[src/shared/ep_buf_consts.svh]
// Offsets, field positions, reset values and counts for the endpoint buffer length block
`ifndef EP_BUF_CONSTS_SVH
`define EP_BUF_CONSTS_SVH
`define ADDR_MAX_PACKET_SIZE_CONFIG 8'h04
`define ADDR_PACKET_BYTE_COUNT      8'h1c
`define ADDR_DOUBLE_BUFFER_FILL     8'h1e
`define ADDR_ENDPOINT_INDEX         8'h2c
`define ADDR_ENDPOINT_DIR           8'h2e
`define ADDR_DOUBLE_BUF_ENABLE      8'h30
`define ADDR_CONTROL_FUNCTION       8'h28
`define FIFO_SIZE_MSB               10
`define TRANS_LSB                   11
`define TRANS_MSB                   12
`define MPS_WRITE_MASK              16'h1fff
`define CTRL_VALIDATE_BIT           3
`define CTRL_FORCE_CLEAR_BIT        4
`define RESET_PACKET_BYTE_COUNT     16'h0000
`define RESET_MPS                   16'h0000
`define NUM_ENDPOINTS               8
`define ENDPOINT_INDEX_WIDTH        3
`endif

[src/shared/ep_buf_pkg.sv]
// Types shared by the endpoint buffer length block
package ep_buf_pkg;
  typedef logic [15:0] word_t;
  typedef enum logic [2:0]
  {
    FILL_IDLE   = 3'b001,
    FILL_ACTIVE = 3'b010,
    FILL_DONE   = 3'b100
  } fill_state_t;
endpackage

[src/shared/ep_tx_if.sv]
// Per-endpoint transmit validation signals between top and counter
`timescale 1ns/1ps
`default_nettype none
interface ep_tx_if;
  logic        write_pulse;
  logic [1:0]  write_bytes;
  logic        is_pio;
  logic        in_dir;
  logic [15:0] limit;
  logic        force_validate;
  logic        clear;
  logic        validated;
  modport top (output write_pulse, write_bytes, is_pio, in_dir, limit, force_validate, clear, input validated);
  modport ctr (input write_pulse, write_bytes, is_pio, in_dir, limit, force_validate, clear, output validated);
endinterface
`default_nettype wire

[src/hdl/ep_tx_counter.sv]
// Per-endpoint transmit byte counter that validates full or short packets
`timescale 1ns/1ps
`default_nettype none
`include "ep_buf_consts.svh"
module ep_tx_counter
  import ep_buf_pkg::*;
(
  // Clock and reset
  input  wire logic clk_sys,
  input  wire logic arst_n,
  // Control
  ep_tx_if.ctr      tx
);
  word_t       written;
  fill_state_t state;
  word_t       sum;

  always_comb
  begin
    sum = written + {14'h0000, tx.write_bytes};
  end

  always_ff @(posedge clk_sys or negedge arst_n)
  begin
    if (!arst_n)
    begin
      written <= 16'h0000;
      state   <= FILL_IDLE;
    end
    else if (tx.clear)
    begin
      written <= 16'h0000;
      state   <= FILL_IDLE;
    end
    else
    begin
      case (state)
        FILL_IDLE, FILL_ACTIVE:
        begin
          if (tx.force_validate && tx.in_dir)
          begin
            state   <= FILL_DONE;
            written <= 16'h0000;
          end
          else if (tx.write_pulse && tx.in_dir && tx.is_pio)
          begin
            if (tx.limit != 16'h0000 && sum >= tx.limit)
            begin
              state   <= FILL_DONE;
              written <= 16'h0000;
            end
            else
            begin
              state   <= FILL_ACTIVE;
              written <= sum;
            end
          end
        end
        FILL_DONE:
        begin
          state <= FILL_IDLE;
        end
        default:
        begin
          state <= FILL_IDLE;
        end
      endcase
    end
  end

  assign tx.validated = (state == FILL_DONE);
endmodule // ep_tx_counter
`default_nettype wire

[src/hdl/endpoint_buffer_length_status.sv]
// Packet byte count, fill status and max packet size registers for data endpoints
//
// The strobed register port is this design's own decision.
`timescale 1ns/1ps
`default_nettype none
`include "ep_buf_consts.svh"
module endpoint_buffer_length_status
  import ep_buf_pkg::*;
#(
  parameter int NUM_EP = `NUM_ENDPOINTS
)
(
  // Clock and reset
  input  wire logic        clk_sys,
  input  wire logic        arst_n,
  input  wire logic        usb_bus_reset,
  // Register port
  input  wire logic [7:0]  reg_addr,
  input  wire logic [15:0] reg_wdata,
  input  wire logic        reg_wr,
  input  wire logic        reg_rd,
  output logic      [15:0] reg_rdata,
  // FIFO write side, from data port or DMA
  input  wire logic        fifo_wr,
  input  wire logic [1:0]  fifo_wr_bytes,
  input  wire logic        fifo_wr_dma,
  input  wire logic [2:0]  fifo_wr_ep,
  // Receive side, from packet engine
  input  wire logic        rx_ack,
  input  wire logic [2:0]  rx_ep,
  input  wire logic [15:0] rx_len,
  // Buffer occupancy, two bits per endpoint
  input  wire logic [2*NUM_EP-1:0] buf_full,
  // Read data word from FIFO and its odd-end flag
  input  wire logic [15:0] fifo_rdata,
  input  wire logic        fifo_rdata_odd,
  // Results
  output logic [NUM_EP-1:0] tx_validate,
  output logic [NUM_EP-1:0] rx_force_clear,
  output logic [15:0]       port_rdata,
  output logic [1:0]        transactions_per_microframe,
  output logic              hs_multi_enable
);
  word_t             packet_byte_count [NUM_EP];
  logic [12:0]       max_packet_size_config;
  logic [2:0]        ep_index;
  logic [NUM_EP-1:0] ep_dir_in;
  logic [NUM_EP-1:0] ep_double_buf;
  logic              explicit_validate_bit;
  logic              force_rx_clear_bit;
  logic [NUM_EP-1:0] validated;
  logic              bus_clear;
  word_t             next_rdata;
  logic [1:0]        fill_field;
  logic              mps_wr;
  logic              count_wr;

  // USB bus reset clears counts and size just like a hardware reset
  assign bus_clear = usb_bus_reset;
  // Control function bits act as one-cycle strokes; nothing is stored
  assign explicit_validate_bit = reg_wr && reg_addr == `ADDR_CONTROL_FUNCTION && reg_wdata[`CTRL_VALIDATE_BIT];
  assign force_rx_clear_bit = reg_wr && reg_addr == `ADDR_CONTROL_FUNCTION && reg_wdata[`CTRL_FORCE_CLEAR_BIT];

  function automatic logic hit(input logic [7:0] a, input logic [7:0] b);
    hit = (a == b);
  endfunction

  // One endpoint's slot in a three-bit endpoint selector
  function automatic logic ep_match(input logic [2:0] sel, input int unsigned n);
    ep_match = (sel == 3'(n));
  endfunction

  assign mps_wr   = reg_wr && hit(reg_addr, `ADDR_MAX_PACKET_SIZE_CONFIG);
  assign count_wr = reg_wr && hit(reg_addr, `ADDR_PACKET_BYTE_COUNT);

  // Endpoint index used by all indexed registers
  always_ff @(posedge clk_sys or negedge arst_n)
  begin
    if (!arst_n)
    begin
      ep_index <= 3'h0;
    end
    else if (reg_wr && hit(reg_addr, `ADDR_ENDPOINT_INDEX))
    begin
      ep_index <= reg_wdata[2:0];
    end
  end

  // Direction mask, one bit per endpoint, 1 for IN
  always_ff @(posedge clk_sys or negedge arst_n)
  begin
    if (!arst_n)
    begin
      ep_dir_in <= '0;
    end
    else if (reg_wr && hit(reg_addr, `ADDR_ENDPOINT_DIR))
    begin
      ep_dir_in <= reg_wdata[NUM_EP-1:0];
    end
  end

  // Double-buffer mask, one bit per endpoint
  always_ff @(posedge clk_sys or negedge arst_n)
  begin
    if (!arst_n)
    begin
      ep_double_buf <= '0;
    end
    else if (reg_wr && hit(reg_addr, `ADDR_DOUBLE_BUF_ENABLE))
    begin
      ep_double_buf <= reg_wdata[NUM_EP-1:0];
    end
  end

  // Max packet size register
  always_ff @(posedge clk_sys or negedge arst_n)
  begin
    if (!arst_n)
    begin
      max_packet_size_config <= 13'h0000;
    end
    else if (bus_clear)
    begin
      max_packet_size_config <= 13'h0000;
    end
    else if (mps_wr)
    begin
      max_packet_size_config <= reg_wdata[12:0];
    end
  end

  // Per-endpoint byte counts and validation counters
  genvar g;
  generate
    for (g = 0; g < NUM_EP; g++)
    begin : g_ep
      // Each data endpoint owns a transmit counter
      ep_tx_if tx ();
      assign tx.write_pulse    = fifo_wr && ep_match(fifo_wr_ep, g) && g != 0;
      assign tx.write_bytes    = fifo_wr_bytes;
      assign tx.is_pio         = !fifo_wr_dma;
      assign tx.in_dir         = ep_dir_in[g];
      assign tx.limit          = packet_byte_count[g];
      assign tx.force_validate = explicit_validate_bit && ep_match(ep_index, g);
      assign tx.clear          = bus_clear;
      assign validated[g]      = tx.validated;

      ep_tx_counter u_ctr
      (
        .clk_sys (clk_sys),
        .arst_n  (arst_n),
        .tx      (tx)
      );

      // Priority: bus reset, received length, size reload, software write, restore
      always_ff @(posedge clk_sys or negedge arst_n)
      begin
        if (!arst_n)
        begin
          packet_byte_count[g] <= `RESET_PACKET_BYTE_COUNT;
        end
        else if (bus_clear)
        begin
          packet_byte_count[g] <= `RESET_PACKET_BYTE_COUNT;
        end
        else if (rx_ack && ep_match(rx_ep, g) && !ep_dir_in[g])
        begin
          packet_byte_count[g] <= rx_len;
        end
        else if (mps_wr && g != 0)
        begin
          packet_byte_count[g] <= {5'h00, reg_wdata[`FIFO_SIZE_MSB:0]};
        end
        else if (count_wr && ep_match(ep_index, g))
        begin
          packet_byte_count[g] <= reg_wdata;
        end
        // restore full size after short packet
        else if (validated[g] && g != 0)
        begin
          packet_byte_count[g] <= {5'h00, max_packet_size_config[`FIFO_SIZE_MSB:0]};
        end
      end
    end
  endgenerate

  // fill field for double-buffered data endpoints
  always_comb
  begin
    fill_field = 2'b00;
    if (ep_index != 3'h0 && ep_double_buf[ep_index])
    begin
      fill_field = buf_full[2*ep_index +: 2];
    end
  end

  // Read mux; reserved and unmapped addresses read zero
  always_comb
  begin
    next_rdata = 16'h0000;
    case (reg_addr)
      `ADDR_MAX_PACKET_SIZE_CONFIG: next_rdata = {3'h0, max_packet_size_config};
      `ADDR_PACKET_BYTE_COUNT:      next_rdata = packet_byte_count[ep_index];
      `ADDR_DOUBLE_BUFFER_FILL:     next_rdata = {14'h0000, fill_field};
      `ADDR_ENDPOINT_INDEX:         next_rdata = {13'h0000, ep_index};
      default:                      next_rdata = 16'h0000;
    endcase
  end

  // Read data stand one cycle, zero otherwise
  always_ff @(posedge clk_sys or negedge arst_n)
  begin
    if (!arst_n)
    begin
      reg_rdata <= 16'h0000;
    end
    else if (reg_rd)
    begin
      reg_rdata <= next_rdata;
    end
    else
    begin
      reg_rdata <= 16'h0000;
    end
  end

  // Validation strobes, one cycle each
  always_ff @(posedge clk_sys or negedge arst_n)
  begin
    if (!arst_n)
    begin
      tx_validate <= '0;
    end
    else
    begin
      tx_validate <= validated;
    end
  end

  // Receive clear strobe for the indexed endpoint
  always_ff @(posedge clk_sys or negedge arst_n)
  begin
    if (!arst_n)
    begin
      rx_force_clear <= '0;
    end
    else
    begin
      rx_force_clear <= force_rx_clear_bit ? (NUM_EP)'(1) << ep_index : '0;
    end
  end

  // odd last byte in low lane
  always_ff @(posedge clk_sys or negedge arst_n)
  begin
    if (!arst_n)
    begin
      port_rdata <= 16'h0000;
    end
    else
    begin
      port_rdata <= fifo_rdata_odd ? {8'h00, fifo_rdata[7:0]} : fifo_rdata;
    end
  end

  // 00 means one packet per microframe
  always_ff @(posedge clk_sys or negedge arst_n)
  begin
    if (!arst_n)
    begin
      transactions_per_microframe <= 2'b00;
      hs_multi_enable             <= 1'b0;
    end
    else
    begin
      transactions_per_microframe <= max_packet_size_config[`TRANS_MSB:`TRANS_LSB];
      hs_multi_enable             <= max_packet_size_config[`TRANS_MSB:`TRANS_LSB] != 2'b00;
    end
  end
endmodule // endpoint_buffer_length_status
`default_nettype wire

[config.mk]
export PLATFORM = sky130hd
export DESIGN_NAME = endpoint_buffer_length_status
export DESIGN_NICKNAME = d
export VERILOG_FILES = /design/src/shared/ep_buf_pkg.sv /design/src/shared/ep_tx_if.sv /design/src/hdl/ep_tx_counter.sv /design/src/hdl/endpoint_buffer_length_status.sv
export VERILOG_INCLUDE_DIRS = /design/src /design/src/shared
export SDC_FILE = /design/constraint.sdc
export NUM_CORES = 1
export LEC_CHECK = 0
export BUFFER_PORTS_ARGS = -buffer_cell sky130_fd_sc_hd__clkbuf_2
export CAP_MARGIN = 25
export CORE_MARGIN = 3
export CORE_UTILIZATION = 57
export DETAILED_ROUTE_END_ITERATION = 10
export PLACE_DENSITY_LB_ADDON = 0.15
export SYNTH_ARGS = -nofsm -noshare
export SYNTH_HDL_FRONTEND = slang
export SYNTH_HIERARCHICAL = 1
export SYNTH_SLANG_ARGS = --single-unit
[constraint.sdc]
create_clock -name clk_sys -period 3.3 [get_ports clk_sys]
set_input_delay 0.165 -clock clk_sys [delete_from_list [all_inputs] [get_ports clk_sys]]
set_output_delay 0.165 -clock clk_sys [all_outputs]
set_load 0.02 [all_outputs]
Word-level counts from Yosys, hierarchy flattened
Index checks and enable logic that the tools add are counted.

operators by class
  add/sub/neg operators = 7
  multiply operators = 0
  divide/modulo/power cells = 0
  $lt $le $gt $ge = 9
  equality and inequality tests = 60
  shift-type cells = 2
  mux-type cells = 123
  bitwise gates (word level) = 1
  reduce and logical (&&, ||, !) cells = 135

operator list
  operator                                                               count
  16-bit 2-to-1 mux                                                      77
  3-bit 2-to-1 mux                                                       38
  16-bit by 2-bit adder with 16-bit output                               7
  16-bit >= comparator                                                   7
  16-bit nonzero test                                                    7
  1-bit logical AND                                                      77
  16-bit one-hot mux with 4 select lines                                 1
  3-bit equality test, second input constant                             20
  16-bit binary-select mux with 3-bit select                             1
  3-bit by 2-bit equality test with 1-bit output, second input constant  14
  5-bit nonzero test                                                     7
  3-bit by 1-bit equality test with 1-bit output, second input constant  11
  8-bit by 6-bit equality test with 1-bit output, second input constant  4
  4-bit by 2-bit != test with 1-bit output, second input constant        7
  3-bit nonzero test                                                     9
  13-bit 2-to-1 mux                                                      2
  2-bit nonzero test                                                     9
  8-bit by 5-bit equality test with 1-bit output, second input constant  2
  2-bit OR reduction                                                     8
  16-bit by 5-bit indexed part select with 2-bit output                  1
  2-bit AND reduction                                                    7
  1-bit logical NOT                                                      9
  8-bit by 3-bit equality test with 1-bit output, second input constant  1
  8-bit 2-to-1 mux                                                       1
  9 further kinds                                                        10

storage, ports and cells
  register bits = 347
  latch bits = 0
  bits in writable memories = 0
  memory bits (read-only) = 0
  bits of input ports = 89
  output and inout port bits = 51
  memories = 0

Depth between registers and ports, before layout
Gate-level depths: netlist of the first run.

  depth after elaboration = 8
  mapped depth = 16
  gate-level depth less buffers = 14

Cells and area by module
The synthesis of the first run kept the hierarchy.

modules (own cells, without submodules)
  module                              instances  cells an instance  area an instance (µm²)  seq. area each (µm²)
  endpoint_buffer_length_status       1          1142               11632.4                 5255.0
  ep_tx_counter at g_ep[3].u_ctr ...  4          173                1580.3                  476.7
  ep_tx_counter at g_ep[0].u_ctr ...  3          185                1574.0                  476.7
  ep_tx_counter at g_ep[7].u_ctr      1          187                1635.3                  476.7

Worst setup path before layout of the first run
Ideal clock, no wire load.

  path type = reg-to-reg
  start = register g_ep[7].u_ctr.written[1]
  end = register g_ep[7].u_ctr.written[14]
  library setup time = 0.118 ns
  arrival = 3.242 ns
  path slack = -0.060 ns
  cell stages (with the launch flop) = 16
  path through = dfrtp_1 -> ha_1 -> a21o_1 -> nand4_1 -> or3_1 -> clkbuf_1 -> nor2_1 -> xor2_1 -> ha_1 -> nand4_1 -> nor3_1 -> a32oi_1 -> a31oi_1 -> buf_2 -> o21ai_1 -> a21o_1

between the ends
  word-level cells in the longest chain between the ends = 8

RTL lines
  item                                          RTL line             source
  start, declared                               ep_tx_counter.sv:14  word_t written;
  start signal, assigned                        ep_tx_counter.sv:55  written <= sum;
  16-bit by 2-bit adder with 16-bit output (*)  ep_tx_counter.sv:20  sum = written + {14'h0000, tx.write_bytes};
  16-bit >= comparator                          ep_tx_counter.sv:47  if (tx.limit != 16'h0000 && sum >= tx.limit)
  1-bit logical AND                             ep_tx_counter.sv:47
  16-bit 2-to-1 mux (*)                         ep_tx_counter.sv:47
  16-bit 2-to-1 mux (*)                         ep_tx_counter.sv:45  else if (tx.write_pulse && tx.in_dir && tx.is_pio)
  16-bit 2-to-1 mux (*)                         ep_tx_counter.sv:40  if (tx.force_validate && tx.in_dir)
  16-bit 2-to-1 mux (*)                         ep_tx_counter.sv:37  case (state)
  16-bit 2-to-1 mux (*)                         ep_tx_counter.sv:30  else if (tx.clear)

Every way passes the cells marked *; elsewhere a longest branch is shown, timed or not. The select of a mux whose other input is x is not followed.
A chain may end at the register's enable or synchronous reset.

Worst setup path in the final report of the first run
  start = register g_ep[6].u_ctr.written[1]
  end = register g_ep[6].u_ctr.written[11]

between the ends
  word-level cells in the longest chain between the ends = 8

RTL lines
  item                                          RTL line
  start, declared                               ep_tx_counter.sv:14
  start signal, assigned                        ep_tx_counter.sv:55
  16-bit by 2-bit adder with 16-bit output (*)  ep_tx_counter.sv:20
  16-bit >= comparator                          ep_tx_counter.sv:47
  1-bit logical AND                             ep_tx_counter.sv:47
  16-bit 2-to-1 mux (*)                         ep_tx_counter.sv:47
  16-bit 2-to-1 mux (*)                         ep_tx_counter.sv:45
  16-bit 2-to-1 mux (*)                         ep_tx_counter.sv:40
  16-bit 2-to-1 mux (*)                         ep_tx_counter.sv:37
  16-bit 2-to-1 mux (*)                         ep_tx_counter.sv:30

Marked as above.

==> run summary, run 1 <==
Root buf cell = clkbuf_16
Commonest cells in the netlist = 354 x dfrtp_1, 225 x nand2_1, 218 x nor2_1, 198 x inv_1, 144 x ha_1
Ranking of synthesized cells by area = dfrtp_1 36%, ha_1 7.4%, nand2_1 3.5%
Number of global-route vias before repair = 22,078
RePlAce Congestion = 1.05
Worst-path fanout max = 6
First-pass GRT wire length = 132,000 um
Number of synthesized flops with an enable pin = 0
Initial detailed-routing violation count = 2,900
Clock sinks = 362
Metal2 WL = 37,400 um
Rel. slew slack = 0.340
First-pass iteration count of the detailed router = 6
Post-synth top area share = 0.364
Congestion Overflow GR = 0
Core area = 42,000 sq um
Max Transition Viols Final = 0
Mapped cell area = 24,300 sq um
WL/cell = 26.0 um
Post-synthesis net count = 2,817
Crit. End Element = flop
Yosys cell types = 92
Die width = 213 um
Most frequent cell after synthesis = dfrtp_1
Final hold vios = 0
Clock skew = 0.0243 ns
CP Class = flop to flop
Tcrit/Tclk final = 0.988
Worst-path clk slew = 0.06 ns
Clk_lat worst skew = 0.59 ns
Syn_area_per_cell = 9.44 sq um
Status = finished, final reports clean
Max-Cap Viols = 0
Sequential share of the synthesized area = 0.373
Synth async-reset ratio = 1.00
Power density over the cells = 422 nW/um^2
Final Critical Period = 3.26 ns
Largest net degree at the start of global routing = 88
Deepest clock path buffer count = 3
Antenna-violating nets left = 0
Met3 wire len = 11,400 um
Gate Count Post-Synth = 2,576
WP data required = 3.80 ns
CTS tree = yes
Final net count = 3,095
Type of origin of the critical path = flop
Reg2reg path depth = 14
# DRC = 0
Synth warn = 6
#FFs+latches synth = 362
Detailed Place HPWL = 64,800 um
Highest metal used = met5
Metal-1 WL = 35,000 um
Initial cell density of the core = 0.578
Fmax achieved = 0.307 GHz
Total Wirelength = 89,200 um
Setup slack after layout = 0.0401 ns
RSZ-0062 raised after global routing = true
H-tree depth = 2
Setup violations, final = 0
Ports = 140
Peak VDD IR = 0.000460 V
Number of CTS-inserted buffers = 43
Die Span Y = 213 um
Worst path arrival time = 3.76 ns
Initial antenna violation count = 2
HP Class = input port to flop
Leak = 12.9 nW
Vias = 22,869
Die area = 45,200 sq um
Total Power = 0.0122 W
Layout cells sized above 1 = 0.230
Area leader, netlist = dfrtp_1
Most used DFF post-synth = dfrtp_1
Gr usage total = 0.388
Worst slew pin tran = 0.982 ns
Area Growth Syn to Fin = 19.1%
Dpl ws = -0.138 ns
# port buffers = 139
Worst hold stages = 4
Row count = 75
DR vias/cell = 6.67
flip-flops by register name, indices dropped and copies added, names as in the netlist, 3 cells and up:
signal	flops
g_ep.u_ctr/state	24
reg_rdata	16
tx_validate	8
ep_index	3
rx_force_clear	8
g_ep.tx.limit	128
ep_dir_in	8
g_ep.u_ctr/written	128
ep_double_buf	7
max_packet_size_config	13
port_rdata	16
layout by cell type (no fill, tap or decap), types with 72 or more instances in the layout:
| cell | instances |
|---|---|
| a21oi_1 | 110 |
| nor2_1 | 211 |
| ha_1 | 139 |
| xnor2_1 | 73 |
| nand2_1 | 217 |
| inv_1 | 196 |
| o21ai_0 | 81 |
| a221oi_1 | 79 |
| nand3_1 | 72 |
| clkbuf_2 | 137 |
| dfrtp_1 | 352 |
| buf_4 | 193 |
layout make-up:
type,instances,area [sq um]
Antenna cell,1,2.50
Clock buffer,57,1200
Clock inverter,22,267
Fill cell,3293,13100
Inverter,202,758
Multi-Input combinational cell,1858,14200
Sequential cell,362,9070
Tap cell,539,674
Timing Repair Buffer,387,2800
metal layers:
metal,vias up,track usage
met1,11121,0.520
li1,10055,-
met3,327,0.132
met5,-,0
met4,6,0.194
met2,1360,0.561
cells by family after synthesis:
family          count (synthesis)  synth area share
compound gates                640             0.196
other cells                     1          0.000154
mux                           120            0.0703
simple gates                  847             0.182
flops                         362             0.373
fa+ha+maj                     152            0.0807
buf+inv                       358            0.0631
xor+xnor                       96            0.0346
worst paths after layout:
| kind | from | to | slack (ns) |
|---|---|---|---|
| setup / recovery | g_ep[6].u_ctr/written[1] | g_ep[6].u_ctr/written[11] | 0.04 |
| hold / removal | reg_wdata[3] | max_packet_size_config[3] | 0.03 |
| setup reg to reg | g_ep[6].u_ctr/written[1] | g_ep[6].u_ctr/written[11] | 0.04 |
| hold reg to reg | max_packet_size_config[12] | transactions_per_microframe[1] | 0.46 |
| max in group asynchronous | arst_n | g_ep[7].u_ctr/state[0] | 2.21 |
| min in group asynchronous | arst_n | g_ep[0].u_ctr/written[13] | 0.22 |
worst max-delay path, cell delays in order, from the launching register on:
cell	delay [ns]
dfrtp_1	0.42
ha_1	0.31
a21o_4	0.15
nand4_4	0.16
or3_4	0.41
nand2_1	0.09
ha_1	0.24
a221oi_1	0.29
o21ai_1	0.13
a21oi_2	0.16
a31oi_4	0.15
buf_6	0.16
buf_4	0.14
a211oi_1	0.23
a21o_1	0.13
per-stage QoR:
stage               area [sq um]  hold slack (ns)  instances  utilization  setup TNS, ns
global placement           26500            0.245       3286        0.630       -0.00338
finish                     28900           0.0323       3428        0.689              0
global route               28900           0.0242       3427        0.689         -0.977
detailed placement         26600            0.250       3294        0.632          -5.58
CTS                        28400          0.00155       3408        0.675              0
floorplan                  24300           -0.131       2576            -              0
power by group:
group | internal, W | total [W] | switching [W]
clock | 0.00296 | 0.00497 | 0.00200
combinational | 0.00101 | 0.00246 | 0.00145
sequential | 0.00460 | 0.00478 | 0.000179
repair_timing:
action / CTS / global route
endpoints found under the setup margin: 33 / 136
resized for setup: 4 / 106
hold buffers: 35 / 0
cloned: 0 / 3
setup buffers: 0 / 14
pin swaps: 0 / 29
endpoints found under the hold margin: 124 / 0
(Power assumes the default switching activity.)
==> run 2: changes to the inputs <==
GPL_TIMING_DRIVEN = 0   (was not set)
==> run 2 against run 1 <==
  * Sequential share of layout area grew 0.58 points
  * Fmax shrank 1.1%
  * Critical path type unchanged
  * Via count grew 0.54%
  * Routed wire length grew 3.6%
  * Non-clock buffer count shrank 18
  * Flip-flop and latch count is the same
  * First-iteration DRC count shrank 11%
==> run summary, run 2 (synthesis gave the netlist of run 1 again) <==
Clock skew = 0.0159 ns (was 0.0243 ns)
Worst Setup EP = g_ep[0].u_ctr/written[15] (was g_ep[6].u_ctr/written[11])
WP buf/inv = 0 (was 2)
First-pass iteration count of the detailed router = 7 (was 6)
Gr usage total = 0.400 (was 0.388)
Sequential power share = 0.398 (was 0.392)
Global routing met3 resource utilization = 0.133 (was 0.132)
Area Growth Syn to Fin = 16.9% (was 19.1%)
Row count = 75 (unchanged)
Dpl ws = -1.06 ns (was -0.138 ns)
Worst slew pin tran = 1.12 ns (was 0.982 ns)
Tcrit/Tclk final = 0.999 (was 0.988)
Die Span Y = 213 um (unchanged)
Final net count = 3,073 (was 3,095)
Clk_lat worst skew = 0.57 ns (was 0.59 ns)
Final Critical Period = 3.30 ns (was 3.26 ns)
Worst path arrival time = 3.78 ns (was 3.76 ns)
Peak VDD IR = 0.000430 V (was 0.000460 V)
Slowest stage delay, CP = 0.43 ns (was 0.42 ns)
Max Transition Viols Final = 0 (unchanged)
# port buffers = 132 (was 139)
Rel. slew slack = 0.253 (was 0.340)
Largest net degree at the start of global routing = 103 (was 88)
Leak = 12.4 nW (was 12.9 nW)
GR Util met2 = 0.579 (was 0.561)
Worst path cell trace = ha_4 > a21oi_4 > or2_4 > nor2_4 > nand4_1 > nand2_2 > ha_4 > a221oi_1 > o21ai_0 > a21oi_2 > a21bo_4 > nand2_1 > o22ai_1 (was ha_1 > a21o_4 > nand4_4 > or3_4 > nand2_1 > ha_1 > a221oi_1 > o21ai_1 > a21oi_2 > a31oi_4 > buf_6 > buf_4 > a211oi_1 > a21o_1)
Crit. path cell count = 13 (was 14)
Switching power = 0.00360 W (was 0.00364 W)
CP delay by family, top = compound AO/OA/AOI/OAI gates (unchanged)
WL/cell = 27.2 um (was 26.0 um)
Most common cell after layout, fill and taps aside = dfrtp_1 (unchanged)
WP data required = 3.78 ns (was 3.80 ns)
# DRC = 0 (unchanged)
Ports = 140 (unchanged)
Setup violations, final = 0 (unchanged)
Reg2reg setup slack = 0.003 ns (was 0.04 ns)
Layout cells sized above 1 = 0.198 (was 0.230)
Initial cell density of the core = 0.578 (unchanged)
Power share of the clock group = 0.398 (was 0.407)
Clock sinks = 362 (unchanged)
Worst-path clk slew = 0.06 ns (about the same)
Area of the multi-input gates = 14,300 sq um (was 14,200 sq um)
CP startpoint = g_ep[0].u_ctr/written[1] (was g_ep[6].u_ctr/written[1])
Worst-path cell with the longest stage delay = dfrtp_1 (unchanged)
DP Cell Count = 3,255 (was 3,294)
Post-Layout Cell Count = 3,401 (was 3,428)
Root buf cell = clkbuf_16 (unchanged)
Number of CTS-inserted buffers = 41 (was 43)
Initial antenna violation count = 2 (unchanged)
Sequential Area = 9070 sq um (unchanged)
Crit. End Element = flop (unchanged)
RSZ-0062 raised after global routing = true (unchanged)
Total Wirelength = 92,400 um (was 89,200 um)
Grt met1 use = 0.537 (was 0.520)
Power density over the cells = 422 nW/um^2 (about the same)
Crit Reg-Reg Endpoint = g_ep[0].u_ctr/written[15] (was g_ep[6].u_ctr/written[11])
Critical Path Most Common Cell = ha_4 (was ha_1)
Busiest grt layer = met2 (unchanged)
Detailed Place HPWL = 66,800 um (was 64,800 um)
Reg2reg path depth = 13 (was 14)
Number of global-route vias before repair = 22,117 (was 22,078)
Initial detailed-routing violation count = 2,586 (was 2,900)
DR vias/cell = 6.76 (was 6.67)
Max-Cap Viols = 0 (unchanged)
Pint = 0.00841 W (was 0.00857 W)
Fmax achieved = 0.303 GHz (was 0.307 GHz)
Type of origin of the critical path = flop (unchanged)
Setup slack after layout = 0.00288 ns (was 0.0401 ns)
First-pass GRT wire length = 135,000 um (was 132,000 um)
Worst reg2reg startpoint = g_ep[0].u_ctr/written[1] (was g_ep[6].u_ctr/written[1])
Die area = 45,200 sq um (unchanged)
Die width = 213 um (unchanged)
Logic pwr share = 0.204 (was 0.202)
Worst-path fanout max = 9 (was 6)
CTS tree = yes (unchanged)
Vias = 22,993 (was 22,869)
Sw Ratio = 0.300 (was 0.298)
Core area = 42,000 sq um (unchanged)
# fillers = 3,280 (was 3,293)
Congestion Overflow GR = 0 (unchanged)
Antenna-violating nets left = 0 (unchanged)
RePlAce Congestion = 1.05 (about the same)
Status = finished, final reports clean (unchanged)
H-tree depth = 2 (unchanged)
Most frequent cells in the layout = 352 x dfrtp_1, 211 x nor2_1, 211 x nand2_1, 196 x inv_1, 135 x clkbuf_2 (was 352 x dfrtp_1, 217 x nand2_1, 211 x nor2_1, 196 x inv_1, 193 x buf_4)
CP Class = flop to flop (unchanged)
Deepest clock path buffer count = 3 (unchanged)
Final hold vios = 0 (unchanged)
HP Class = input port to flop (unchanged)
## run 2: changes by cell type in the layout (fill, tap and decap cells not counted), moves of 5 or more
cell	change
o21ai_1	-5
buf_4	-144
buf_6	+6
clkinvlp_4	-5
buf_12	-9
ha_1	-8
buf_1	+17
nor3_2	-5
nand2_2	+6
buf_2	+42
clkbuf_1	+69
nand2_1	-6
## run 2: power by group through the flow
stage / combinational (W) / clock [W] / sequential (W)
global placement: 0.00200 / 0 / 0.00484
floorplan: 0.00135 / 0 / 0.00480
detailed placement: 0.00209 / 0 / 0.00485
global route: 0.00264 / 0.00498 / 0.00479
finish: 0.00245 / 0.00477 / 0.00478
CTS: 0.00221 / 0.00481 / 0.00477
## run 2: layout make-up
class,count,share of cell area
antenna,2,0.000176
buffer,152,0.0269
clock buffer,60,0.0414
clock inverter,11,0.00634
inverter,202,0.0267
multi-input combinational,1856,0.503
sequential,362,0.319
tap,539,0.0237
timing repair buffer,217,0.0523
## run 2: worst min path at each step
| stage | slack [ns] | start | cells after the start | endpoint |
|---|---|---|---|---|
| 2_1_floorplan | -0.13 | arst_n | 0 | ep_dir_in[0] |
| 3_3_place_gp | 0.27 | fifo_rdata[3] | 1 | port_rdata[3] |
| 3_5_place_dp | 0.27 | fifo_rdata[4] | 1 | port_rdata[4] |
| 4_1_cts | 0.006 | reg_wdata[3] | 3 | max_packet_size_config[3] |
| 5_1_grt | 0.04 | reg_wdata[5] | 3 | max_packet_size_config[5] |
| 6_report | 0.05 | reg_wdata[5] | 3 | max_packet_size_config[5] |
## run 2: per-layer routing
metal	wire (um)	vias to the layer above
met3	11600	294
met1	36500	11233
met4	5350	0
li1	-	10006
met2	38900	1460
met5	0	-
## run 2: repair_timing
item,CTS,global route
buffers inserted,17,24
hold buffers,35,0
endpoints found under the hold margin,124,0
endpoints found under the setup margin,129,135
cloned,1,0
resized for setup,36,115
pin swaps,15,61
## run 2: per-stage QoR
step	power (W)	util	setup TNS, ns	hold slack (ns)	instance area, sq um
after detailed placement	0.00694	0.614	-92.19	0.275	25800
after CTS	0.0118	0.661	0	0.00635	27800
after global routing	0.0124	0.676	-3.05	0.0400	28400
after global placement	0.00684	0.610	-2231.86	0.272	25700
final	0.0120	0.676	0	0.0485	28400
after floorplan	0.00616	-	0	-0.131	24300
## run 2: worst min-delay path, delay by kind of cell
family | cells | cell delay, ns
AOI/OAI and AO/OA | 1 | 0.05
and+or+nand+nor | 1 | 0.12
buffers and inverters | 1 | 0.23
